`config.mk`:
```
export PLATFORM = sky130hd
export DESIGN_NAME = tacc_ctrl
export DESIGN_NICKNAME = d
export VERILOG_FILES = /design/src/hw/tacc_pkg.sv /design/src/hw/tacc_route_if.sv /design/src/hw/tacc_ctrl.sv /design/src/hw/tacc_route_dec.sv
export VERILOG_INCLUDE_DIRS = /design/src /design/src/hw
export SDC_FILE = /design/constraint.sdc
export NUM_CORES = 1
export LEC_CHECK = 0
export BUFFER_PORTS_ARGS = -buffer_cell sky130_fd_sc_hd__buf_2
export CAP_MARGIN = 40
export CORE_MARGIN = 1
export CORE_UTILIZATION = 50
export DETAILED_ROUTE_END_ITERATION = 8
export HOLD_SLACK_MARGIN = 0.15
export PLACE_DENSITY = 0.72
export SYNTH_ARGS = -nofsm -noshare
export SYNTH_HDL_FRONTEND = slang
export SYNTH_SLANG_ARGS = --single-unit
```
`constraint.sdc`:
```
create_clock -name mclk -period 2.1 [get_ports mclk]
set_input_delay 0.42 -clock mclk [delete_from_list [all_inputs] [get_ports mclk]]
set_output_delay 0.42 -clock mclk [all_outputs]
set_load 0.1 [all_outputs]
```
`src/hw/tacc_defs.svh`:
```
/*
 * Constants for the touch converter channel control block.
 * Assumes inclusion by bare name from the hw folder.
 */
`ifndef TACC_DEFS_SVH
`define TACC_DEFS_SVH
`define TACC_CODE_W 12
`define TACC_CMD_W 8
`define TACC_CODE_FULL 12'hFFF
`define TACC_CODE_ONE 12'h001
`define TACC_MEAS_LSB 0
`define TACC_MEAS_W 3
`define TACC_TRACK_LSB 3
`define TACC_TRACK_W 2
`define TACC_MEAS_AUX 3'h0
`define TACC_MEAS_X 3'h1
`define TACC_MEAS_Y 3'h2
`define TACC_MEAS_Z1 3'h3
`define TACC_MEAS_Z2 3'h4
`define TACC_TRACK_BASE 16'h0010
`define TACC_SEL_AUX 3'h0
`define TACC_SEL_XP 3'h1
`define TACC_SEL_XN 3'h2
`define TACC_SEL_YP 3'h3
`define TACC_SEL_YN 3'h4
`define TACC_SEL_GND 3'h5
`define TACC_SEL_VDD 3'h6
`endif

```
`src/hw/tacc_pkg.sv`:
```
/*
 * Types for the touch converter channel control block.
 * Assumes the constants header is visible to its users.
 */
package tacc_pkg;
   typedef enum logic [2:0] {tacc_aux, tacc_x, tacc_y, tacc_z1, tacc_z2} tacc_meas_e;
   typedef enum {tacc_idle, tacc_track, tacc_conv, tacc_done} tacc_state_e;
   typedef struct packed
   {
      logic x_plus_drv;
      logic x_minus_drv;
      logic y_plus_drv;
      logic y_minus_drv;
      logic [2:0] ain_pos;
      logic [2:0] ain_neg;
      logic [2:0] ref_pos;
      logic [2:0] ref_neg;
      logic differential_reference_mode;
   } tacc_route_s;
endpackage : tacc_pkg

```
`src/hw/tacc_route_if.sv`:
```
/*
 * Carries the analog routing word between the sequencer and its decoder.
 * Assumes both ends share mclk.
 */
`timescale 1ns/1ps
interface tacc_route_if;
   import tacc_pkg::*;
   tacc_meas_e meas;
   tacc_route_s route;
   modport seq (output meas, input route);
   modport dec (input meas, output route);
endinterface : tacc_route_if

```
`src/hw/tacc_ctrl.sv`:
```
/*
 * Sequencer for one touch converter measurement: takes a command byte,
 * routes the panel, tracks, runs the 12-step approximation, holds the code.
 * Assumes mclk is the internal oscillator clock, the comparator is an
 * asynchronous analog output and the command strobe is on mclk.
 */
`timescale 1ns/1ps
`include "tacc_defs.svh"
// Function
// [RULE1] Results are straight binary, FFF to 001; the code also gives 000 when the comparator never trips
// [RULE2] Conversion timed by internal oscillator only
// [RULE3] Eight-bit command byte starts each measurement
// [RULE4] Every result delivered as twelve bits
// [RULE5] Input channel chosen from measurement type
// [RULE6] Differential reference except for auxiliary input
// [RULE7] Differential full scale spans measured axis
// [RULE8] Position samples other axis plus terminal
// [RULE9] Auxiliary: drivers off, input versus ground
// [RULE10] First pressure: X-minus, Y-plus drivers, X-plus
// [RULE11] Second pressure: same drivers, sample Y-minus
// [RULE12] Longer tracking for high-impedance sources
// [RULE13] Busy low on pen output while converting
// [RULE14] Routing fixed before tracking, held till done
module tacc_ctrl
   import tacc_pkg::*;
#(
   parameter int CODE_W = `TACC_CODE_W,
   parameter int CMD_W = `TACC_CMD_W
)
(
   // Clock and reset
   input wire logic mclk,
   input wire logic reset,
   // Command
   input wire logic cmd_valid,
   input wire logic [CMD_W-1:0] cmd_byte,
   // Comparator from analog array
   input wire logic comp_above,
   // Panel drivers and analog routing
   output logic x_plus_terminal_ff,
   output logic x_minus_terminal_ff,
   output logic y_plus_terminal_ff,
   output logic y_minus_terminal_ff,
   output logic [2:0] ain_pos_sel_ff,
   output logic [2:0] ain_neg_sel_ff,
   output logic [2:0] ref_pos_sel_ff,
   output logic [2:0] ref_neg_sel_ff,
   output logic differential_reference_mode_ff,
   output logic single_ended_reference_mode_ff,
   output logic track_ff,
   output logic [CODE_W-1:0] dac_code_ff,
   // Result
   output logic [CODE_W-1:0] result_ff,
   output logic result_valid_ff,
   output logic pen_touch_irq_busy_n_ff
);
   tacc_route_if rif();
   tacc_route_dec u_dec (.rif(rif));

   //****************************************
   // Comparator synchroniser
   //****************************************
   logic comp_s1_ff;
   logic comp_s2_ff;
   always_ff @(posedge mclk)
   begin
      comp_s1_ff <= reset ? 1'b0 : comp_above;
      comp_s2_ff <= reset ? 1'b0 : comp_s1_ff;
   end

   //****************************************
   // Sequencer
   //****************************************
   tacc_state_e state_ff, nxt_state;
   tacc_meas_e meas_ff, nxt_meas;
   tacc_route_s route_ff, nxt_route;
   logic [15:0] cnt_ff, nxt_cnt;
   logic [CODE_W-1:0] sar_ff, nxt_sar;
   logic [CODE_W-1:0] bit_ff, nxt_bit;
   logic [CODE_W-1:0] res_ff, nxt_res;
   logic rv_ff, nxt_rv;
   logic [`TACC_TRACK_W-1:0] trk;
   always_comb
   begin
      trk = cmd_byte[`TACC_TRACK_LSB +: `TACC_TRACK_W];
      nxt_state = state_ff;
      nxt_meas = meas_ff;
      nxt_route = route_ff;
      nxt_cnt = cnt_ff;
      nxt_sar = sar_ff;
      nxt_bit = bit_ff;
      nxt_res = res_ff;
      nxt_rv = 1'b0;
      case (state_ff)
         tacc_idle:
         begin
            if (cmd_valid) // [RULE3]
            begin
               nxt_meas = tacc_meas_e'(cmd_byte[`TACC_MEAS_LSB +: `TACC_MEAS_W]);
               // Switches settle with the first tracking cycle, not one later
               nxt_route = rif.route; // [RULE5] [RULE14]
               nxt_state = tacc_track;
               // Tracking length scales with the command's track field
               nxt_cnt = `TACC_TRACK_BASE << trk; // [RULE12]
            end
         end
         tacc_track:
         begin
            nxt_route = rif.route; // [RULE5] [RULE14]
            if (cnt_ff == 16'h0000)
            begin
               nxt_state = tacc_conv;
               nxt_bit = {1'b1, {(CODE_W-1){1'b0}}};
               nxt_sar = {1'b1, {(CODE_W-1){1'b0}}};
            end
            else
            begin
               nxt_cnt = cnt_ff - 16'h0001;
            end
         end
         tacc_conv:
         begin
            // One decision per oscillator cycle, host clock never involved
            nxt_sar = comp_s2_ff ? sar_ff : (sar_ff & ~bit_ff); // [RULE2]
            nxt_bit = bit_ff >> 1;
            nxt_sar = nxt_sar | (bit_ff >> 1);
            if (bit_ff[0])
            begin
               nxt_state = tacc_done;
               nxt_res = comp_s2_ff ? sar_ff : (sar_ff & ~bit_ff); // [RULE1] [RULE4]
            end
         end
         default:
         begin
            nxt_rv = 1'b1;
            nxt_state = tacc_idle;
         end
      endcase
   end
   // Decoded straight from the command byte, so no loop through nxt_meas
   assign rif.meas = (state_ff == tacc_idle) ?
      tacc_meas_e'(cmd_byte[`TACC_MEAS_LSB +: `TACC_MEAS_W]) : meas_ff;

   always_ff @(posedge mclk)
   begin
      if (reset)
      begin
         state_ff <= tacc_idle;
         meas_ff <= tacc_aux;
         route_ff <= '0;
         cnt_ff <= 16'h0000;
         sar_ff <= '0;
         bit_ff <= '0;
         res_ff <= '0;
         rv_ff <= 1'b0;
      end
      else
      begin
         state_ff <= nxt_state;
         meas_ff <= nxt_meas;
         route_ff <= nxt_route;
         cnt_ff <= nxt_cnt;
         sar_ff <= nxt_sar;
         bit_ff <= nxt_bit;
         res_ff <= nxt_res;
         rv_ff <= nxt_rv;
      end
   end

   //****************************************
   // Output registers
   //****************************************
   always_ff @(posedge mclk)
   begin
      if (reset)
      begin
         x_plus_terminal_ff <= 1'b0;
         x_minus_terminal_ff <= 1'b0;
         y_plus_terminal_ff <= 1'b0;
         y_minus_terminal_ff <= 1'b0;
         ain_pos_sel_ff <= `TACC_SEL_AUX;
         ain_neg_sel_ff <= `TACC_SEL_GND;
         ref_pos_sel_ff <= `TACC_SEL_VDD;
         ref_neg_sel_ff <= `TACC_SEL_GND;
         differential_reference_mode_ff <= 1'b0;
         single_ended_reference_mode_ff <= 1'b1;
         track_ff <= 1'b0;
         dac_code_ff <= '0;
         result_ff <= '0;
         result_valid_ff <= 1'b0;
         pen_touch_irq_busy_n_ff <= 1'b1;
      end
      else
      begin
         x_plus_terminal_ff <= nxt_route.x_plus_drv;
         x_minus_terminal_ff <= nxt_route.x_minus_drv;
         y_plus_terminal_ff <= nxt_route.y_plus_drv;
         y_minus_terminal_ff <= nxt_route.y_minus_drv;
         ain_pos_sel_ff <= nxt_route.ain_pos;
         ain_neg_sel_ff <= nxt_route.ain_neg;
         ref_pos_sel_ff <= nxt_route.ref_pos;
         ref_neg_sel_ff <= nxt_route.ref_neg;
         differential_reference_mode_ff <= nxt_route.differential_reference_mode; // [RULE6]
         single_ended_reference_mode_ff <= ~nxt_route.differential_reference_mode;
         track_ff <= (nxt_state == tacc_track);
         dac_code_ff <= nxt_sar;
         result_ff <= nxt_res; // [RULE4]
         result_valid_ff <= nxt_rv;
         // Busy spans tracking and conversion
         pen_touch_irq_busy_n_ff <= (nxt_state == tacc_idle); // [RULE13]
      end
   end

   //****************************************
   // Checks
   //****************************************
   // Counts conversion cycles for the length check
   logic [3:0] conv_len_ff, nxt_conv_len;
   always_comb
   begin
      nxt_conv_len = (state_ff == tacc_conv) ? conv_len_ff + 4'h1 : 4'h0;
   end
   always_ff @(posedge mclk)
   begin
      conv_len_ff <= reset ? 4'h0 : nxt_conv_len;
   end

   a_route_early: assert property (@(posedge mclk) disable iff (reset) // [RULE14]
      (state_ff == tacc_track) |=> $stable(route_ff))
      else $error("Routing changed after tracking began");
   a_conv_count: assert property (@(posedge mclk) disable iff (reset) // [RULE4]
      (state_ff == tacc_done) |-> (conv_len_ff == 4'hC))
      else $error("Conversion cycle count not twelve");
   a_route_held: assert property (@(posedge mclk) disable iff (reset) // [RULE14]
      (state_ff == tacc_conv) |-> $stable(route_ff))
      else $error("Routing changed during conversion");
   a_busy_conv: assert property (@(posedge mclk) disable iff (reset) // [RULE13]
      (state_ff == tacc_conv) |=> !pen_touch_irq_busy_n_ff)
      else $error("Busy not low during conversion");
   a_cmd_start: assert property (@(posedge mclk) disable iff (reset) // [RULE3]
      (state_ff == tacc_idle && cmd_valid) |=> (state_ff == tacc_track))
      else $error("Command did not start tracking");
   a_conv_len: assert property (@(posedge mclk) disable iff (reset) // [RULE4]
      (state_ff == tacc_track && cnt_ff == 16'h0000) |=> (state_ff == tacc_conv)
      ##11 (state_ff == tacc_conv) ##1 (state_ff == tacc_done))
      else $error("Conversion not twelve steps");
   a_aux_off: assert property (@(posedge mclk) disable iff (reset) // [RULE9]
      (state_ff == tacc_conv && meas_ff == tacc_aux) |->
      !route_ff.x_plus_drv && !route_ff.y_plus_drv && !route_ff.differential_reference_mode)
      else $error("Aux routing wrong");
   a_z1_route: assert property (@(posedge mclk) disable iff (reset) // [RULE10]
      (state_ff == tacc_conv && meas_ff == tacc_z1) |->
      route_ff.x_minus_drv && route_ff.y_plus_drv && !route_ff.x_plus_drv
      && route_ff.ain_pos == `TACC_SEL_XP)
      else $error("First pressure routing wrong");
   a_z2_route: assert property (@(posedge mclk) disable iff (reset) // [RULE11]
      (state_ff == tacc_conv && meas_ff == tacc_z2) |->
      route_ff.ain_pos == `TACC_SEL_YN && route_ff.ref_pos == `TACC_SEL_YP)
      else $error("Second pressure routing wrong");
   a_x_ref: assert property (@(posedge mclk) disable iff (reset) // [RULE7]
      (state_ff == tacc_conv && meas_ff == tacc_x) |->
      route_ff.ref_pos == `TACC_SEL_XP && route_ff.ain_pos == `TACC_SEL_YP)
      else $error("X reference wrong");
   a_valid_pulse: assert property (@(posedge mclk) disable iff (reset) // [RULE1]
      result_valid_ff |=> !result_valid_ff)
      else $error("Result valid not a pulse");
endmodule : tacc_ctrl

```
`src/hw/tacc_route_dec.sv`:
```
/*
 * Decodes a measurement type into drivers, converter inputs and reference.
 * Assumes a purely combinational use; the caller registers the result.
 */
`timescale 1ns/1ps
`include "tacc_defs.svh"
module tacc_route_dec
   import tacc_pkg::*;
(
   tacc_route_if.dec rif
);
   always_comb
   begin
      rif.route = '0;
      case (rif.meas)
         tacc_x:
         begin
            rif.route.x_plus_drv = 1'b1;
            rif.route.x_minus_drv = 1'b1;
            rif.route.ain_pos = `TACC_SEL_YP; // [RULE8]
            rif.route.ain_neg = `TACC_SEL_XN;
            rif.route.ref_pos = `TACC_SEL_XP; // [RULE7]
            rif.route.ref_neg = `TACC_SEL_XN;
            rif.route.differential_reference_mode = 1'b1; // [RULE6]
         end
         tacc_y:
         begin
            rif.route.y_plus_drv = 1'b1;
            rif.route.y_minus_drv = 1'b1;
            rif.route.ain_pos = `TACC_SEL_XP; // [RULE8]
            rif.route.ain_neg = `TACC_SEL_YN;
            rif.route.ref_pos = `TACC_SEL_YP; // [RULE7]
            rif.route.ref_neg = `TACC_SEL_YN;
            rif.route.differential_reference_mode = 1'b1; // [RULE6]
         end
         tacc_z1:
         begin
            rif.route.x_minus_drv = 1'b1; // [RULE10]
            rif.route.y_plus_drv = 1'b1;
            rif.route.ain_pos = `TACC_SEL_XP;
            rif.route.ain_neg = `TACC_SEL_XN;
            rif.route.ref_pos = `TACC_SEL_YP;
            rif.route.ref_neg = `TACC_SEL_XN;
            rif.route.differential_reference_mode = 1'b1; // [RULE6]
         end
         tacc_z2:
         begin
            rif.route.x_minus_drv = 1'b1; // [RULE11]
            rif.route.y_plus_drv = 1'b1;
            rif.route.ain_pos = `TACC_SEL_YN;
            rif.route.ain_neg = `TACC_SEL_XN;
            rif.route.ref_pos = `TACC_SEL_YP;
            rif.route.ref_neg = `TACC_SEL_XN;
            rif.route.differential_reference_mode = 1'b1; // [RULE6]
         end
         default:
         begin
            // Drivers stay off for the auxiliary input
            rif.route.ain_pos = `TACC_SEL_AUX; // [RULE9]
            rif.route.ain_neg = `TACC_SEL_GND;
            rif.route.ref_pos = `TACC_SEL_VDD;
            rif.route.ref_neg = `TACC_SEL_GND;
         end
      endcase
   end
endmodule : tacc_route_dec

```
-- Yosys cells after proc, flatten, opt, wreduce, memory -nomap -nowiden
Index checks and enable logic that the tools add are counted.
- $add $sub $neg: 1
- equality and inequality tests: 10
- shift operators: 1
- muxes and demuxes: 21
- bitwise operators: 4
- reductions and logical operators: 15
- operators by type and width (operator ; number):
    $logic_not A32 Y1 ; 3
    $mux W32 ; 3
    $pmux W32 S3 ; 1
    $eq A32 B2 Y1 const B ; 2
    $pmux W12 S2 ; 2
    $pmux W12 S4 ; 1
    $pmux W17 S2 ; 1
    $eq A32 B1 Y1 const B ; 1
    $mux W16 ; 2
    $pmux W16 S2 ; 1
    $mux W12 ; 2
    $mux W17 ; 1
    $logic_not A16 Y1 ; 1
    $shl A5 B2 Y16 const A ; 1
    $sub A16 B1 Y16 const B ; 1
    $and A12 B12 Y12 ; 1
    $not A12 Y12 ; 1
    $or A12 B11 Y12 ; 1
    $reduce_or A3 Y1 ; 3
    $reduce_and A2 Y1 ; 4
    $eq A3 B2 Y1 const B ; 2
    $mux W1 ; 6
    $ne A2 B2 Y1 const B ; 3
    $reduce_bool A2 Y1 ; 2
    other kinds (6) ; 6
- register bits after elaboration: 119
- input bits: 12
- output and inout port bits: 45
- word-level logic and storage cells: 76

-- Longest topological paths before layout
- depth in word-level cells: 8
- gate-level depth with buffers: 9

-- Modules after synthesis
From an unflattened synthesis, not the netlist that was laid out.
- cells, all modules: 486
- area total of the unflattened synthesis: 4503.1 µm²
- by module, submodules not included (module ; instances ; cells an instance ; area an instance (µm²) ; seq. area each (µm²)):
    tacc_ctrl ; 1 ; 465 ; 4372.9 ; 2322.2
    tacc_route_dec ; 1 ; 21 ; 130.1 ; 0.0

-- Worst setup path after synthesis
No wires, ideal clock.
- path kind: reg-to-reg
- start: register cnt_ff[0]
- end: register dac_code_ff[3]
- setup time: 0.132 ns
- arrival time: 1.970 ns
- setup slack: -0.002 ns
- cell stages (with the launch flop): 10
- buffers on the path: 1
- path through: dfxtp_1 > inv_1 > ha_1 > or4b_4 > nor4_4 > nor3b_4 > buf_6 > a21oi_1 > o21ai_1 > a21oi_1
- longest elaborated chain between the ends: 3
- ends and longest elaborated chain (element ; line ; text):
    start: declaration ; tacc_ctrl.sv:77 ; logic [15:0] cnt_ff, nxt_cnt;
    start signal: assignment ; tacc_ctrl.sv:162 ; cnt_ff <= nxt_cnt;
    $logic_not A16 Y1 ; tacc_ctrl.sv:110 ; if (cnt_ff == 16'h0000)
    $ne A2 B2 Y1 (no line) ; -- ;
    $reduce_and A2 Y1 (no line) ; -- ;
    end signal: assignment ; tacc_ctrl.sv:206 ; dac_code_ff <= nxt_sar;
    end: declaration ; tacc_ctrl.sv:51 ; output logic [CODE_W-1:0] dac_code_ff,
No other way between the ends.
A chain may end at the register's enable or synchronous reset.

-- Worst setup path after layout
- start: register cnt_ff[0]
- end: register dac_code_ff[5]
The elaborated chain is that of the path after synthesis.

==> flow_metrics.tcl <==
set metrics [dict create \
    io_pins 57 \
    hold_start "cmd_valid" \
    synthCells 466 \
    yosysMostFrequentCell "dfxtp_1" \
    synth_edf_count 0 \
    maxSlewViolCount 0 \
    worstMarginPinSlew_ns 0.7186 \
    cts-buffers-inserted 17 \
    slowest_delay_ns 0.46 \
    clk_latency_ns 0.51 \
    drtIter0Drc 117 \
    crit_path_start_kind "flop" \
    required_ns 2.49 \
    hold_depth 2 \
    cpMaxStageDelayCell "or4b_4" \
    ff2ff_path_depth 10 \
    rsz0062_at_grt "true" \
    finalHoldViolations 0 \
    crit_family "simple AND/OR/NAND/NOR gates" \
    fin_crit_sh 1.038 \
    clock.fmax_mhz 458.5 \
    syn2layout_area_growth_pct 32.75 \
    min_path_type "input port to flop" \
    drive_gt1_frac 0.2770 \
    ys_types 51 \
    start_util 0.5177 \
    syn_area_um2 4275 \
    finalSetupTns_ns -1.391 \
    drv_cap 0 \
    netlist.area_leader.share 0.5432 \
    end_kind "flop" \
    synthTopCellsByArea "dfxtp_1 (54%), a21oi_1 (7.6%), nand2_1 (4.8%)" \
    clk_pin_slew_worst_paths_ns 0.05 \
    core-area_um2 8258 \
    fillers 653 \
    grt_pass1_wl_mm 14.86 \
    synth_ff_type "dfxtp_1" \
    antenna_found_initial 0 \
    die_x_um 94.47 \
    antennaDiodeCount 0 \
    wl_per_cell_um 13.03 \
    setup_ws_ns -0.08080 \
    period_needed_ns 2.181 \
    rows 33 \
    leakage_nw 2.276 \
    drt-total-wl_mm 9.082 \
    finalSetupViolCount 25 \
    r2r_end "dac_code_ff[5]$_SDFFE_PP0P_" \
    cts_tree "yes" \
    slew_headroom 0.5199 \
    first_pass_iters 4 \
    crit_fanout 8 \
    cts.path.max_buffers 2 \
    dpl-instance-area_um2 4897 \
    grt_util_all_layers 0.2160 \
    clock_sinks 116 \
    async_flop_share 0 \
    crit_type "flop to flop" \
    first_global_vias 3282 \
    avgViaCountPerCell 5.007 \
    root_buffer "clkbuf_8" \
    synth_common_cells "dfxtp_1 (116), a21oi_1 (65), nand2_1 (55)" \
    fp.dieH_um 94.47 \
    die_area_um2 8925 \
    worstPathCellList "inv_2, ha_4, or4b_4, buf_6, nor4_4, nor3b_4, buf_6, a21oi_2, o21ai_1, a21oi_1" \
    crit_top_cell "buf_6" \
    grt_max_degree 67 \
    r2r_slack_ns -0.08 \
    drc 0 \
    violations "negative setup slack" \
    status "finished, violations left" \
    gp_congestion 0.8561 \
    irDropWorstVdd_mv 0.6008 \
    fin_skew_ns 0.008354 \
    holdPathEnd "pen_touch_irq_busy_n_ff$_SDFF_PP1_" \
    power.density_nw_per_um2 877.2 \
    synth_seq_cells 116 \
    critPathBufInv 3 \
    vias 3490 \
    numPortBuffers 53 \
    yosysTopAreaCell "dfxtp_1" \
    timing.rr.start "cnt_ff[0]$_SDFFE_PP0P_" \
    antenna_left 0 \
    hold_slack_ns 0.1870 \
    overflow 0 \
    cp.arrival_ns 2.57 \
    avgSynthCellArea_um2 9.175 \
    fin_area_um2 5675 \
    place_hpwl_mm 5.730 \
    ys_warn_count 0 \
    final_nets 593 \
    cts_max_level 4 \
    ys_seq_area_frac 0.5432 \
]
==> flip-flops by register name (all words and copies together) (netlist names), 2 cells and up, named ones only <==
name and flops:
route_ff 6, ain_neg_sel_ff 2, ain_pos_sel_ff 3, cnt_ff 16, ref_pos_sel_ff 2, meas_ff 3
dac_code_ff 12, ref_neg_sel_ff 2, state_ff 32, result_ff 12, bit_ff 12
==> worst max path at each step <==
stage | slack, ns | cells past startpoint | end | from
2_1_floorplan | 0.01 | 9 | dac_code_ff[3]$_SDFFE_PP0P_ | cnt_ff[0]$_SDFFE_PP0P_
3_3_place_gp | -0.32 | 6 | cnt_ff[11]$_SDFFE_PP0P_ | state_ff[7]$_SDFF_PP0_
3_5_place_dp | -0.22 | 9 | bit_ff[10]$_SDFFE_PP0P_ | cnt_ff[0]$_SDFFE_PP0P_
4_1_cts | -0.1 | 10 | bit_ff[0]$_SDFFE_PP0P_ | cnt_ff[0]$_SDFFE_PP0P_
5_1_grt | -0.23 | 10 | dac_code_ff[6]$_SDFFE_PP0P_ | cnt_ff[0]$_SDFFE_PP0P_
6_report | -0.08 | 10 | dac_code_ff[5]$_SDFFE_PP0P_ | cnt_ff[0]$_SDFFE_PP0P_
==> what timing repair did <==
item,in CTS,in global routing
setup endpoints to repair,47,62
endpoints found under the hold margin,1,0
resized for setup,20,19
pin swaps,28,20
gates cloned,1,0
hold buffers,1,0
setup buffers,4,4
==> worst register-to-register path: cells and delay by family (launching register included) <==
family                   cells  cell delay (ns)
AO/OA/AOI/OAI                3             0.24
flip-flops                   1             0.32
AND/OR/NAND/NOR              3             0.96
buffers and inverters        3             0.40
adder cells (fa/ha/maj)      1             0.13
==> cells by family (layout without fill, tap and decap cells) <==
| family | after synthesis | in the layout | synth area share |
|---|---|---|---|
| simple gates | 193 | 193 | 0.2388 |
| flops | 116 | 116 | 0.5432 |
| buf+inv | 33 | 129 | 0.03804 |
| xor+xnor | 12 | 12 | 0.02458 |
| other cells | 1 | 30 | 0.0008771 |
| mux | 4 | 4 | 0.009365 |
| fa+ha+maj | 1 | 1 | 0.002926 |
| compound gates | 106 | 107 | 0.1422 |
==> layout by cell type (no fill, tap or decap), drive strengths merged, types with 2 or more instances in the layout <==
cell type,count
nor2b,7
nor2,44
o21ai,24
clkinv,5
inv,2
clkbuf,22
clkinvlp,3
or3,2
nand2b,21
nor4,11
conb,30
nor3b,3
nor4b,2
and3,2
nand3,19
o21bai,3
and2,2
buf,95
mux2i,4
xor2,11
nand4b,3
o21a,5
nand4,2
or2,4
dfxtp,116
a211oi,2
nand3b,3
a21oi,66
nor3,11
nand2,55
==> routing by layer <==
| metal | up-vias | part of all wire | GRT usage | routed length (µm) |
|---|---|---|---|---|
| met2 | 73 | 0.49 | 0.3448 | 4466 |
| li1 | 1796 | - | - | - |
| met1 | 1607 | 0.44 | 0.2594 | 4014 |
| met4 | 0 | 0.018 | 0.1073 | 164 |
| met5 | - | 0 | 0 | 0 |
| met3 | 14 | 0.048 | 0.07327 | 436 |
==> through the flow <==
stage	setup WS, ns	std cells	total power [W]	utilization
after CTS	-0.09911	693	0.005007	0.6738
after global placement	-0.3212	655	0.002438	0.5921
after detailed placement	-0.2212	656	0.002441	0.5930
final	-0.08080	697	0.004978	0.6873
after floorplan	0.01424	495	0.002405	-
after global routing	-0.2284	697	0.005140	0.6873
==> report_power, final <==
| group | total [W] | internal, W | switching (W) |
|---|---|---|---|
| Sequential | 0.00226 | 0.00224 | 0.0000170 |
| Clock | 0.00258 | 0.00161 | 0.000963 |
| Combinational | 0.000142 | 0.0000348 | 0.000107 |
==> final cells by class <==
type	instances	area, µm²	area share
clock buffers	22	452.9	0.07981
clock inverters	9	81.33	0.01433
inverters	2	7.507	0.001323
multi-input cells	347	2056	0.3622
flip-flops and latches	116	2325	0.4096
well taps	105	131.4	0.02315
repair buffers	96	621.8	0.1096
Power figures use the tool's default switching activity.
